`src/pin_ctl_pkg.sv`:
```
/*
  Constants for the per-pin control block: register offsets, field positions, reset values and trigger codes.
  Assumes a plain register port with 32-bit data and byte addresses.
*/
// How it works
// - trigger codes 000 rising, 001 falling, 010 both edges in bits 23:21.
// - code 011 detects high level, 100 low level; other codes detect nothing.
// - detect enable bit 20 low blocks pending flag and any request.
// - detect enable high sets the pending flag on each selected trigger.
// - forward mask bit 25 low suppresses delivery to the interrupt controller.
// - forward mask high delivers the request once the trigger is detected.
// - request raised only with detect enabled and forward mask set.
// - pad drive field bits 14:12 picks one of eight levels, resets to 1.
// - bit 11 strong pull-up, bit 9 weak pull-down, bit 8 medium pull-up.
// - bit 5 enables the pad Schmitt input, reset low.
// - function selector bits 3:0, code 0000 plain I/O, others alternate.
package pin_ctl_pkg;
  // ----------------------------------------------------------------
  // register map
  // ----------------------------------------------------------------
  localparam int unsigned num_pins = 5;
  localparam logic [7:0] pin19_control_off = 8'h50;
  localparam logic [7:0] pin20_control_off = 8'h54;
  localparam logic [7:0] pin21_control_off = 8'h58;
  localparam logic [7:0] pin22_control_off = 8'h5c;
  localparam logic [7:0] pin23_control_off = 8'h60;
  localparam logic [7:0] pending_status_off = 8'h90;
  localparam logic [7:0] pin_level_off = 8'h94;
  localparam logic [7:0] out_data_off = 8'h98;
  // ----------------------------------------------------------------
  // control field positions and reset
  // ----------------------------------------------------------------
  localparam int unsigned fwd_mask_bit = 25;
  localparam int unsigned trig_hi = 23;
  localparam int unsigned trig_lo = 21;
  localparam int unsigned detect_en_bit = 20;
  localparam int unsigned drive_hi = 14;
  localparam int unsigned drive_lo = 12;
  localparam int unsigned pu_strong_bit = 11;
  localparam int unsigned pd_weak_bit = 9;
  localparam int unsigned pu_medium_bit = 8;
  localparam int unsigned in_en_bit = 7;
  localparam int unsigned out_en_bit = 6;
  localparam int unsigned schmitt_bit = 5;
  localparam int unsigned func_hi = 3;
  localparam logic [31:0] ctl_writable_mask = 32'h02f0_7bef;
  localparam logic [31:0] ctl_reset = 32'h0000_1000;
  // ----------------------------------------------------------------
  // trigger and function codes
  // ----------------------------------------------------------------
  localparam logic [2:0] trig_rise = 3'h0;
  localparam logic [2:0] trig_fall = 3'h1;
  localparam logic [2:0] trig_both = 3'h2;
  localparam logic [2:0] trig_high = 3'h3;
  localparam logic [2:0] trig_low = 3'h4;
  localparam logic [3:0] func_plain_io = 4'h0;
endpackage

```
`src/pin_sync.sv`:
```
/*
  Two-flop synchroniser for pad inputs.
  Assumes the input is asynchronous to sys_clk.
*/
`timescale 1ns/10ps
module pin_sync #(
  parameter int unsigned width = 5
) (
  input wire logic sys_clk,
  input wire logic rst,
  input wire logic [width-1:0] async_in,
  output logic [width-1:0] sync_out
);
  logic [width-1:0] stage1;
  always_ff @(posedge sys_clk or posedge rst) begin
    if (rst) begin
      stage1 <= '0;
      sync_out <= '0;
    end else begin
      stage1 <= async_in;
      sync_out <= stage1;
    end
  end
endmodule

```
`src/trigger_detect.sv`:
```
/*
  Per-pin trigger detector: one-cycle hit for the selected edge, a hit held for as long as the selected level holds.
  Assumes a synchronised input level.
*/
`timescale 1ns/10ps
module trigger_detect (
  input wire logic sys_clk,
  input wire logic rst,
  input wire logic level_in,
  input wire logic [2:0] trigger_select,
  output logic hit
);
  import pin_ctl_pkg::*;
  logic prev_level;
  logic next_prev_level;
  always_comb begin
    next_prev_level = level_in;
  end
  always_ff @(posedge sys_clk or posedge rst) begin
    if (rst) begin
      prev_level <= 1'b0;
    end else begin
      prev_level <= next_prev_level;
    end
  end
  always_comb begin
    unique case (trigger_select)
      trig_rise: hit = level_in & ~prev_level;
      trig_fall: hit = ~level_in & prev_level;
      trig_both: hit = level_in ^ prev_level;
      trig_high: hit = level_in;
      trig_low: hit = ~level_in;
      default: hit = 1'b0;
    endcase
  end
endmodule

```
`src/pin_control_irq_detect.sv`:
```
/*
  Per-pin control registers with trigger detection, pending flags and masked interrupt requests.
  Assumes a plain register port on sys_clk and asynchronous pad inputs.
*/
// Local design decision: strobed register access.
`timescale 1ns/10ps
module pin_control_irq_detect #(
  parameter int unsigned pins = pin_ctl_pkg::num_pins
) (
  input wire logic sys_clk,
  input wire logic rst,
  input wire logic [7:0] reg_addr,
  input wire logic [31:0] reg_wdata,
  input wire logic reg_write,
  input wire logic reg_read,
  output logic [31:0] reg_rdata,
  input wire logic [pins-1:0] pad_in,
  input wire logic [pins-1:0] alt_out,
  input wire logic [pins-1:0] alt_oe,
  output logic [pins-1:0] pad_out,
  output logic [pins-1:0] pad_oe,
  output logic [pins-1:0] pad_in_en,
  output logic [pins*3-1:0] pad_drive_level,
  output logic [pins-1:0] pullup_strong_en,
  output logic [pins-1:0] pulldown_weak_en,
  output logic [pins-1:0] pullup_medium_en,
  output logic [pins-1:0] schmitt_input_en,
  output logic [pins*4-1:0] pin_function_select,
  output logic [pins-1:0] pin_in_to_alt,
  output logic [pins-1:0] irq_to_controller
);
  import pin_ctl_pkg::*;
  // ----------------------------------------------------------------
  // state
  // ----------------------------------------------------------------
  logic [31:0] ctl [pins];
  logic [31:0] next_ctl [pins];
  logic [pins-1:0] pending;
  logic [pins-1:0] next_pending;
  logic [pins-1:0] out_data;
  logic [pins-1:0] next_out_data;
  logic [31:0] next_rdata;
  logic [pins-1:0] level_sync;
  logic [pins-1:0] hit;
  logic [pins-1:0] gated_in;
  pin_sync #(.width(pins)) u_sync (
    .sys_clk(sys_clk),
    .rst(rst),
    .async_in(pad_in),
    .sync_out(level_sync)
  );
  // ----------------------------------------------------------------
  // per-pin pad control and detection
  // ----------------------------------------------------------------
  for (genvar i = 0; i < pins; i++) begin : g_pin
    logic plain_io;
    assign plain_io = ctl[i][func_hi:0] == func_plain_io;
    // a disabled input buffer reads low so a floating pad can fire only the low-level trigger
    assign gated_in[i] = level_sync[i] & ctl[i][in_en_bit];
    trigger_detect u_det (
      .sys_clk(sys_clk),
      .rst(rst),
      .level_in(gated_in[i]),
      .trigger_select(ctl[i][trig_hi:trig_lo]),
      .hit(hit[i])
    );
    assign pad_out[i] = plain_io ? out_data[i] : alt_out[i];
    assign pad_oe[i] = ctl[i][out_en_bit] & (plain_io | alt_oe[i]);
    assign pad_in_en[i] = ctl[i][in_en_bit];
    assign pin_in_to_alt[i] = plain_io ? 1'b0 : gated_in[i];
    assign pad_drive_level[i*3 +: 3] = ctl[i][drive_hi:drive_lo];
    assign pullup_strong_en[i] = ctl[i][pu_strong_bit];
    assign pulldown_weak_en[i] = ctl[i][pd_weak_bit];
    assign pullup_medium_en[i] = ctl[i][pu_medium_bit];
    assign schmitt_input_en[i] = ctl[i][schmitt_bit];
    assign pin_function_select[i*4 +: 4] = ctl[i][func_hi:0];
    // request needs both enable and mask; pending alone never reaches the controller
    assign irq_to_controller[i] = pending[i] & ctl[i][detect_en_bit] & ctl[i][fwd_mask_bit];
  end
  // ----------------------------------------------------------------
  // register port
  // ----------------------------------------------------------------
  function automatic logic [7:0] pin_offset(input int unsigned idx);
    unique case (idx)
      0: pin_offset = pin19_control_off;
      1: pin_offset = pin20_control_off;
      2: pin_offset = pin21_control_off;
      3: pin_offset = pin22_control_off;
      default: pin_offset = pin23_control_off;
    endcase
  endfunction
  always_comb begin
    next_out_data = out_data;
    next_pending = pending;
    next_rdata = 32'h0000_0000;
    for (int i = 0; i < pins; i++) begin
      next_ctl[i] = ctl[i];
      if (reg_write && reg_addr == pin_offset(i)) begin
        next_ctl[i] = reg_wdata & ctl_writable_mask;
      end
      if (reg_read && reg_addr == pin_offset(i)) begin
        next_rdata = ctl[i];
      end
      // write one to clear; a hit in the same cycle wins
      if (reg_write && reg_addr == pending_status_off && reg_wdata[i]) begin
        next_pending[i] = 1'b0;
      end
      if (ctl[i][detect_en_bit] && hit[i]) begin
        next_pending[i] = 1'b1;
      end
    end
    if (reg_write && reg_addr == out_data_off) begin
      next_out_data = reg_wdata[pins-1:0];
    end
    if (reg_read && reg_addr == pending_status_off) begin
      next_rdata = {{(32-pins){1'b0}}, pending};
    end
    if (reg_read && reg_addr == pin_level_off) begin
      next_rdata = {{(32-pins){1'b0}}, gated_in};
    end
    if (reg_read && reg_addr == out_data_off) begin
      next_rdata = {{(32-pins){1'b0}}, out_data};
    end
  end
  always_ff @(posedge sys_clk or posedge rst) begin
    if (rst) begin
      for (int i = 0; i < pins; i++) begin
        ctl[i] <= ctl_reset;
      end
      pending <= '0;
      out_data <= '0;
      reg_rdata <= 32'h0000_0000;
    end else begin
      for (int i = 0; i < pins; i++) begin
        ctl[i] <= next_ctl[i];
      end
      pending <= next_pending;
      out_data <= next_out_data;
      reg_rdata <= next_rdata;
    end
  end
endmodule

```
`config.mk`:
```
export PLATFORM = sky130hd
export DESIGN_NAME = pin_control_irq_detect
export DESIGN_NICKNAME = d
export VERILOG_FILES = /design/src/pin_ctl_pkg.sv /design/src/pin_sync.sv /design/src/trigger_detect.sv /design/src/pin_control_irq_detect.sv
export SDC_FILE = /design/constraint.sdc
export NUM_CORES = 1
export LEC_CHECK = 0
export BUFFER_PORTS_ARGS = -buffer_cell sky130_fd_sc_hd__buf_2
export CORE_MARGIN = 3
export CORE_UTILIZATION = 58
export CTS_BUF_LIST = sky130_fd_sc_hd__clkbuf_4 sky130_fd_sc_hd__clkbuf_8 sky130_fd_sc_hd__clkbuf_16
export CTS_CLUSTER_SIZE = 25
export DETAILED_ROUTE_END_ITERATION = 10
export PLACE_DENSITY = 0.86
export SYNTH_ARGS = -nofsm -noshare
export SYNTH_HDL_FRONTEND = slang
export SYNTH_SLANG_ARGS = --single-unit
```
`constraint.sdc`:
```
create_clock -name sys_clk -period 7.18 [get_ports sys_clk]
set_clock_uncertainty 0.1 [all_clocks]
set_input_delay 0.359 -clock sys_clk [delete_from_list [all_inputs] [get_ports sys_clk]]
set_output_delay 0.359 -clock sys_clk [all_outputs]
set_load 0.005 [all_outputs]
```
==> results of run 1 <==
## area by class of cell
cell class | count | share of cell area (%)
clock buffer | 19 | 5.777
multi-input combinational | 274 | 35.01
timing repair buffer | 153 | 10.21
sequential | 134 | 42.85
clock inverter | 13 | 2.873
inverter | 21 | 1.037
tap | 140 | 2.234
## cell families (layout without fill, tap and decap cells)
group                    count (synthesis)  after routing  synth area share [%]
flip-flops                             134            134                 49.38
AND/OR/NAND/NOR                         74             74                 7.578
other                                    1             13               0.05512
adder cells (fa/ha/maj)                 10             10                 1.839
AO/OA/AOI/OAI                           52             52                 5.297
multiplexers                           125            125                 24.85
buffers and inverters                  113            206                 11.00
## cell usage after synthesis, types with 4 or more instances
| cell | number |
|---|---|
| a21oi_1 | 5 |
| a22o_1 | 16 |
| a31oi_1 | 4 |
| and3_1 | 6 |
| buf_2 | 7 |
| buf_4 | 76 |
| buf_6 | 4 |
| clkbuf_1 | 4 |
| dfrtp_1 | 129 |
| dfstp_2 | 5 |
| ha_1 | 10 |
| inv_1 | 21 |
| mux2_2 | 90 |
| mux2_4 | 10 |
| mux4_2 | 22 |
| nand2_1 | 11 |
| nand3_1 | 5 |
| nand3b_1 | 5 |
| nor2_1 | 10 |
| nor3_1 | 4 |
| nor4_1 | 5 |
| o21a_1 | 5 |
| o21ai_0 | 13 |
| o22ai_1 | 4 |
| or4_1 | 4 |
## worst max-delay path by stage
stage	start	endpoint	slack (ns)	cells after the start
2_1_floorplan	rst	ctl[102]	3.15	1
3_3_place_gp	reg_addr[2]	pad_drive_level[10]	4.33	3
3_5_place_dp	reg_addr[2]	pullup_medium_en[3]	4.34	3
4_1_cts	pin_function_select[16]	pad_out[4]	4.46	3
5_1_grt	pin_function_select[16]	pad_out[4]	4.32	3
6_report	pin_function_select[16]	pad_out[4]	4.43	3
## sequential cells by signal, summed over array words and instances, names as in the netlist, 15 cells and up
signal,cells
pin_function_select,20
reg_rdata,19
pad_drive_level,15
ctl,30
## metal layers
layer	up-vias	GRT usage [%]	share of wire, %
met5	-	0	0
met4	0	12.43	3.7
met3	52	7.505	7.7
met2	250	43.44	50
met1	2321	34.40	38
li1	1940	-	-
## report_power, final
group / total [mW] / internal (mW) / switching (mW) / leakage [nW]
Clock: 0.992 / 0.668 / 0.324 / 0.333
Combinational: 0.160 / 0.0774 / 0.0824 / 1.98
Sequential: 0.818 / 0.789 / 0.0297 / 1.80
## what timing repair did
item                                   in CTS  in global routing
hold buffers                                5                  0
endpoints found under the hold margin       5                  0
setup endpoints to repair                   0                  0
## per-stage QoR
step	area, um^2	utilization [%]	instances	hold slack, ns	total power [mW]
2_1_floorplan	6848	-	521	0.2312	0.9402
3_3_place_gp	7112	63.92	717	0.2333	0.9768
3_5_place_dp	7112	63.92	717	0.2358	0.9861
4_1_cts	7840	70.47	754	0.03137	1.975
5_1_grt	7840	70.47	754	0.06440	2.031
6_report	7840	70.47	754	-0.01075	1.970
==> impl_metrics.json, run 1 <==
{
  "status": "finished with violations",
  "violations": "negative hold slack",
  "multiInputGateArea_mm2": 0.002745,
  "initial_utilization_pct": 61.14,
  "path_cells": "nor4_1 -> mux2_2 -> buf_2",
  "fmax_mhz": 363.6,
  "clk_pin_slew_worst_paths_ns": 0.05,
  "firstDrtPassIters": 5,
  "mostFrequentLayoutCells": "144 x buf_2, 129 x dfrtp_1, 90 x mux2_2",
  "htreeDepth": 4,
  "end_kind": "output port",
  "synth_edf_count": 0,
  "cp.buffers_inverters": 1,
  "cts_resized": 0,
  "grt_usage_pct": 27.06,
  "cellPowerDensity_mw_per_mm2": 251.3,
  "final_common_cell": "buf_2",
  "critPathTopFamily": "simple AND/OR/NAND/NOR gates",
  "post-cts-setup-buffers": 0,
  "finalWorstSetupSlack_ns": 4.430,
  "cts_buffer_depth": 2,
  "tns_ns": 0,
  "numPortBuffers": 144,
  "gp_congestion": 0.9117,
  "synth_async_sr_flop_share_pct": 100.0,
  "fillCellCount": 759,
  "cpMaxStageDelayCell": "nor4_1",
  "slowest_delay_ns": 0.92,
  "diodes": 0,
  "finalSetupViolations": 0,
  "worst_pin_slew_ns": 1.090,
  "routed_wl_um": 16990,
  "ff_latch_area_mm2": 0.003359,
  "ctsRootBufferMaster": "clkbuf_16",
  "ant_nets": 0,
  "maxCapViolations": 0,
  "rows": 38,
  "hold_viol_final": 7,
  "grt_antenna_before_repair": 0,
  "cts.sinks": 134,
  "netlist_instances": 509,
  "grt_pass1_wl_um": 26380,
  "worstPathMaxFanout": 4,
  "synth.distinct_cells": 53,
  "vias_per_cell": 6.052,
  "ys_seq_elements": 134,
  "synthTopCellsByArea": "dfrtp_1 47%, mux2_2 15%, buf_4 8.4%",
  "first_global_vias": 4742,
  "drc": 0,
  "core_mm2": 0.01113,
  "ys_seq_area_share_pct": 49.38,
  "rsz0062_at_grt": "no",
  "vias": 4563,
  "dieArea_mm2": 0.01306,
  "reg2reg_depth": 6,
  "dr.first_iter.drc_count": 337,
  "dp_slack_ns": 4.344,
  "die_h_um": 114.3,
  "leakage_nw": 4.113,
  "r2r_start": "pad_in_en[3]",
  "hpwl_um": 11190,
  "syn_area_mm2": 0.006803,
  "clk_latency_ns": 0.42,
  "area_growth_pct": 15.25,
  "cp_data_arrival_time_ns": 2.29,
  "critPathKind": "reg2out",
  "rr_endpoint": "pending[3]",
  "ys.flop_type": "dfrtp_1",
  "die_x_um": 114.3,
  "finalCritPeriodShare_pct": 38.31,
  "final_net_count": 670,
  "yosysTopAreaCell": "dfrtp_1",
  "yosys_warnings": 0,
  "holdCritPathClass": "in2async",
  "period_minus_slack_ns": 2.750,
  "drive_above_1_share_pct": 52.12,
  "synth_area_per_cell_um2": 13.36,
  "grt_max_degree": 70,
  "numCtsBuffers": 17,
  "holdWs_ns": -0.01075,
  "slew_viol_final": 0,
  "ioPinCount": 171,
  "crit_path_start_kind": "flop",
  "overflow": 0,
  "cts_tree": "built",
  "vdd_drop_max_v": 0.0001858,
  "synth_top_area_share_pct": 47.45,
  "reg2reg_setup_slack_ns": 4.95,
  "max_slew_margin_pct": 27.34,
  "cp_data_required_time_ns": 6.72,
  "routedWlPerCell_um": 22.53
}
Power figures use the tool's default switching activity.
==> run 2: changes to the inputs <==
--- a/config.mk
+++ b/config.mk
@@ -5,13 +5,14 @@
 export SDC_FILE = /design/constraint.sdc
 export NUM_CORES = 1
 export LEC_CHECK = 0
+export ABC_AREA = 1
 export BUFFER_PORTS_ARGS = -buffer_cell sky130_fd_sc_hd__buf_2
 export CORE_MARGIN = 3
-export CORE_UTILIZATION = 58
+export CORE_UTILIZATION = 48
 export CTS_BUF_LIST = sky130_fd_sc_hd__clkbuf_4 sky130_fd_sc_hd__clkbuf_8 sky130_fd_sc_hd__clkbuf_16
 export CTS_CLUSTER_SIZE = 25
 export DETAILED_ROUTE_END_ITERATION = 10
-export PLACE_DENSITY = 0.86
+export PLACE_DENSITY = 0.76
 export SYNTH_ARGS = -nofsm -noshare
 export SYNTH_HDL_FRONTEND = slang
 export SYNTH_SLANG_ARGS = --single-unit
==> constraint.sdc (replaced) <==
create_clock -name sys_clk -period 2.4 [get_ports sys_clk]
set_clock_uncertainty 0.1 [all_clocks]
set_input_delay 0.12 -clock sys_clk [delete_from_list [all_inputs] [get_ports sys_clk]]
set_output_delay 0.12 -clock sys_clk [all_outputs]
set_load 0.005 [all_outputs]
==> impl_metrics.json, run 2 <==
{
  "reg2reg_setup_slack_ns": 0.63,
  "numPortBuffers": 144,
  "period_minus_slack_ns": 2.310,
  "vias_per_cell": 5.132,
  "vdd_drop_max_v": 0.0005188,
  "synthMuxAreaShare_pct": 0.8511,
  "worstPathMaxFanout": 4,
  "die_x_um": 123.4,
  "worst_pin_slew_ns": 0.7781,
  "rsz0062_at_grt": "no",
  "hpwl_um": 11640,
  "syn_area_mm2": 0.006615,
  "numCtsBuffers": 17,
  "ioPinCount": 171,
  "first_global_vias": 4950,
  "yosys_warnings": 0,
  "rows": 42,
  "synth_async_sr_flop_share_pct": 100.0,
  "synth_most_common_cell": "nand2_1",
  "crit_path_start_kind": "flop",
  "fillCellCount": 1197,
  "firstDrtPassIters": 9,
  "cts_buffer_depth": 2,
  "die_h_um": 123.4,
  "synth_compound_area_share_pct": 14.09,
  "violations": "design-rule violations",
  "synth_top_family_by_area": "simple AND/OR/NAND/NOR gates",
  "yosys.area_share.adder_pct": 1.891,
  "ys.flop_type": "dfrtp_1",
  "synthTopCellsByArea": "dfrtp_1 49%, nand2_1 11%, buf_4 8.5%",
  "tns_ns": 0,
  "grt_antenna_before_repair": 0,
  "grt_usage_pct": 23.08,
  "dr.first_iter.drc_count": 595,
  "multiInputGateArea_mm2": 0.002395,
  "synthXorXnorAreaFrac_pct": 0,
  "ff_latch_area_mm2": 0.003359,
  "post-route-util_pct": 59.50,
  "gp_congestion": 0.9256,
  "drc": 2,
  "synth_top_area_share_pct": 48.80,
  "status": "finished with violations",
  "slew_viol_final": 0,
  "synth_area_per_cell_um2": 8.613,
  "cp_data_arrival_time_ns": 2.09,
  "netlist_instances": 768,
  "end_kind": "output port",
  "overflow": 0,
  "dp.cells": 1013,
  "synth-simple-area-share_pct": 18.54,
  "cts_tree": "built",
  "maxCapViolations": 0,
  "cellPowerDensity_mw_per_mm2": 731.6,
  "holdCritPathClass": "in2reg",
  "clk_pin_slew_worst_paths_ns": 0.06,
  "initial_utilization_pct": 49.56,
  "routed_wl_um": 17290,
  "leakage_nw": 4.097,
  "mostFrequentLayoutCells": "190 x nand2_1, 144 x buf_2, 129 x dfrtp_1",
  "htreeDepth": 4,
  "drive_above_1_share_pct": 26.88,
  "ys_seq_elements": 134,
  "cts.sinks": 134,
  "fmax_mhz": 432.9,
  "dieArea_mm2": 0.01523,
  "cp_data_required_time_ns": 2.18,
  "regMostFlops": "ctl",
  "grt_pass1_wl_um": 26340,
  "hold_viol_final": 0,
  "diodes": 0,
  "ant_nets": 0,
  "yosysTopAreaCell": "dfrtp_1",
  "finalSetupViolations": 0,
  "max_slew_margin_pct": 47.65,
  "ys_seq_area_share_pct": 50.78,
  "synth.distinct_cells": 33,
  "ctsRootBufferMaster": "clkbuf_16",
  "finalCritPeriodShare_pct": 96.26,
  "critPathKind": "reg2out",
  "synthTopCellsByCount": "190 x nand2_1, 129 x dfrtp_1, 94 x o21ai_0",
  "grt_max_degree": 98,
  "core_mm2": 0.01335,
  "final_common_cell": "nand2_1",
  "final_net_count": 949,
  "area_growth_pct": 20.05,
  "largest_reg_flops": 30,
  "fin_cells": 1069,
  "clk_latency_ns": 0.42,
  "routedWlPerCell_um": 16.17,
  "synth_edf_count": 0,
  "vias": 5486
}
## run 2: cell count changes in the layout (fill, tap and decap cells not counted), moves of 22 or more
cell / change
inv_1: +37
mux2_2: -85
o21ai_0: +81
o21ai_1: +24
mux4_2: -22
nand2_1: +179
nor2_1: +37
## run 2: area by class of cell
cell class              count  share of cell area, %
flip-flops and latches    134                  42.30
multi-input cells         485                  30.16
repair buffers            176                  13.01
clock buffers              22                  6.145
inverters                  66                  3.198
well taps                 176                  2.773
clock inverters            10                  2.411
## run 2: worst paths after layout
check / startpoint / to / depth (start not counted)
worst max register to register: pad_in_en[0] / pending[0] / 8
worst max-delay path: pin_function_select[16] / pad_out[4] / 4
worst min register to register: u_sync.stage1[1] / u_sync.sync_out[1] / 0
max in group asynchronous: rst / schmitt_input_en[2] / 4
min in group asynchronous: rst / ctl[22] / 4
worst min-delay path: reg_wdata[0] / pin_function_select[12] / 3
## run 2: per-layer routing
| layer | track usage (%) | part of all wire [%] |
|---|---|---|
| met1 | 31.40 | 43 |
| met2 | 36.87 | 49 |
| met3 | 4.483 | 6.1 |
| met4 | 8.512 | 1.7 |
| met5 | 0 | 0 |
## run 2: metrics by stage
step	power [mW]	cell area (um^2)	hold slack, ns	worst slack (ns)
6_report	5.810	7941	0.01394	0.08984
5_1_grt	6.017	7941	0.04537	0.05881
4_1_cts	5.841	7941	0.007966	0.1239
3_5_place_dp	2.875	7015	0.1294	0.4278
3_3_place_gp	2.865	7015	0.1284	0.3964
2_1_floorplan	2.747	6664	0.05143	0.5189
## run 2: what timing repair did
action	in CTS	in global routing
gates resized for setup	1	0
hold buffers	24	0
setup endpoints to repair	1	0
buffers inserted	0	0
endpoints found under the hold margin	209	0
## run 2: kinds of logic (layout without fill, tap and decap cells)
group	Yosys count	in the layout
adders and majority gates	10	10
DFF	134	134
other	1	13
and+or+nand+nor	288	288
muxes	5	5
buffers and inverters	161	274
AOI/OAI and AO/OA	169	169
## run 2: report_power, final
group / total [mW] / switching, mW / internal (mW)
clock: 2.94 / 0.967 / 1.97
combinational: 0.436 / 0.248 / 0.187
sequential: 2.44 / 0.0795 / 2.36
total: 5.81 / 1.29 / 4.52
## run 2: critical path, cell delays in order, from the launching register on
cell and delay [ns]:
dfrtp_1 0.41, nor4_1 0.59, buf_4 0.23, mux2_2 0.32, buf_2 0.12
==> run 3: changes to the inputs <==
--- a/config.mk
+++ b/config.mk
@@ -12,7 +12,7 @@
 export CTS_BUF_LIST = sky130_fd_sc_hd__clkbuf_4 sky130_fd_sc_hd__clkbuf_8 sky130_fd_sc_hd__clkbuf_16
 export CTS_CLUSTER_SIZE = 25
 export DETAILED_ROUTE_END_ITERATION = 10
-export PLACE_DENSITY = 0.76
+export PLACE_DENSITY_LB_ADDON = 0.08
 export SYNTH_ARGS = -nofsm -noshare
 export SYNTH_HDL_FRONTEND = slang
 export SYNTH_SLANG_ARGS = --single-unit
==> impl_metrics.json, run 3 (synthesis gave the netlist of run 2 again) <==
{
  "status": "finished clean",
  "end_kind": "output port",
  "vdd_drop_max_v": 0.0004692,
  "vias_per_cell": 5.054,
  "clk_pin_slew_worst_paths_ns": 0.06,
  "diodes": 0,
  "regMostFlops": "ctl",
  "leakage_nw": 4.040,
  "seqPwrFrac_pct": 44.9,
  "grt_pass1_wl_um": 27170,
  "grt_usage_pct": 23.67,
  "mostFrequentLayoutCells": "190 x nand2_1, 144 x buf_2, 129 x dfrtp_1",
  "internal_power_mw": 4.141,
  "rsz0062_at_grt": "no",
  "firstDrtPassIters": 5,
  "dr.first_iter.drc_count": 401,
  "cp_data_arrival_time_ns": 2.00,
  "holdCritPathClass": "in2reg",
  "dp.cells": 1013,
  "switching_share_pct": 23.73,
  "finalCritPeriodShare_pct": 92.63,
  "die_x_um": 123.4,
  "slowest_delay_ns": 0.66,
  "maxCapViolations": 0,
  "routedWlPerCell_um": 16.32,
  "fmax_mhz": 449.8,
  "hpwl_um": 12040,
  "drive_above_1_share_pct": 26.82,
  "cellPowerDensity_mw_per_mm2": 693.6,
  "cts.sinks": 134,
  "path_cells": "nor4_1 -> mux2_2 -> buf_2",
  "max_slew_margin_pct": 46.05,
  "htreeDepth": 4,
  "die_h_um": 123.4,
  "p_clk_share_pct": 47.4,
  "cp_data_required_time_ns": 2.18,
  "tns_ns": 0,
  "reg2reg_setup_slack_ns": 0.54,
  "numPortBuffers": 144,
  "cts_buffer_depth": 2,
  "critPathTopFamily": "simple AND/OR/NAND/NOR gates",
  "slew_viol_final": 0,
  "ctsRootBufferMaster": "clkbuf_16",
  "core_mm2": 0.01335,
  "largest_reg_flops": 30,
  "first_global_vias": 5115,
  "critPathKind": "reg2out",
  "crit_path_start_kind": "flop",
  "area_growth_pct": 18.35,
  "fin_cells": 1067,
  "final_common_cell": "nand2_1",
  "ioPinCount": 171,
  "combPwrFrac_pct": 7.7,
  "numCtsBuffers": 17,
  "overflow": 0,
  "routed_wl_um": 17410,
  "worstPathMaxFanout": 4,
  "grt_max_degree": 135,
  "vias": 5393,
  "rows": 42,
  "grt_antenna_before_repair": 0,
  "ant_nets": 0,
  "drc": 0,
  "dieArea_mm2": 0.01523,
  "post-route-util_pct": 58.65,
  "cp.buffers_inverters": 1,
  "finalSetupViolations": 0,
  "cts_tree": "built",
  "worst_pin_slew_ns": 0.8092,
  "p_switching_mw": 1.289,
  "period_minus_slack_ns": 2.223,
  "gp_congestion": 0.8536,
  "cts_resized": 0,
  "initial_utilization_pct": 49.56,
  "hold_viol_final": 0,
  "cpMaxStageDelayCell": "nor4_1",
  "final_net_count": 947,
  "clk_latency_ns": 0.41
}
==> run 3: worst paths after layout <==
kind,start,end,cells past startpoint
min,reg_wdata[0],pin_function_select[0],3
min reg2reg,u_sync.stage1[3],u_sync.sync_out[3],0
max in group asynchronous,rst,ctl[21],4
max reg2reg,pad_in_en[4],pending[4],8
max,pin_function_select[12],pad_out[3],3
min in group asynchronous,rst,reg_rdata[21],4
==> run 3: power by group through the flow <==
stage / Clock, mW / Combinational [mW] / Sequential, mW
after floorplan: 0 / 0.297 / 2.45
after global placement: 0 / 0.386 / 2.47
after detailed placement: 0 / 0.396 / 2.47
after CTS: 2.61 / 0.425 / 2.44
after global routing: 2.72 / 0.483 / 2.45
final: 2.57 / 0.420 / 2.44
==> run 3: metal layers <==
layer / vias to the layer above / wire, um / global-route usage, %
met2: 170 / 8192 / 36.46
met3: 18 / 1188 / 5.993
li1: 2627 / - / -
met1: 2578 / 7789 / 33.09
met4: 0 / 240 / 7.197
met5: - / 0 / 0
==> run 3: worst min-delay path: cells and delay by family <==
kind            cells  cell delay, ns
compound gates      1            0.16
buf+inv             2            0.21
==> run 3: per-stage QoR <==
step	hold slack [ns]	area, um^2	worst slack [ns]	total power [mW]
floorplan	0.05143	6664	0.5189	2.747
global placement	0.1283	7015	0.6341	2.857
detailed placement	0.1298	7015	0.5284	2.871
CTS	0.006653	7829	0.1767	5.470
global route	0.04001	7829	0.07484	5.649
finish	0.02007	7829	0.1768	5.430
==> run 3: what timing repair did <==
item	4_1_cts	5_1_grt
setup buffers	0	0
hold buffers	22	0
hold endpoints to repair	206	0
==> run 3: area by class of cell <==
| class | count | area [um^2] |
|---|---|---|
| Fill cell | 1237 | 5519 |
| Tap cell | 176 | 220.2 |
| Clock inverter | 12 | 126.4 |
| Clock buffer | 20 | 466.7 |
| Multi-Input combinational cell | 485 | 2389 |
| Sequential cell | 134 | 3359 |
| Inverter | 66 | 254.0 |
| Timing Repair Buffer | 174 | 1013 |
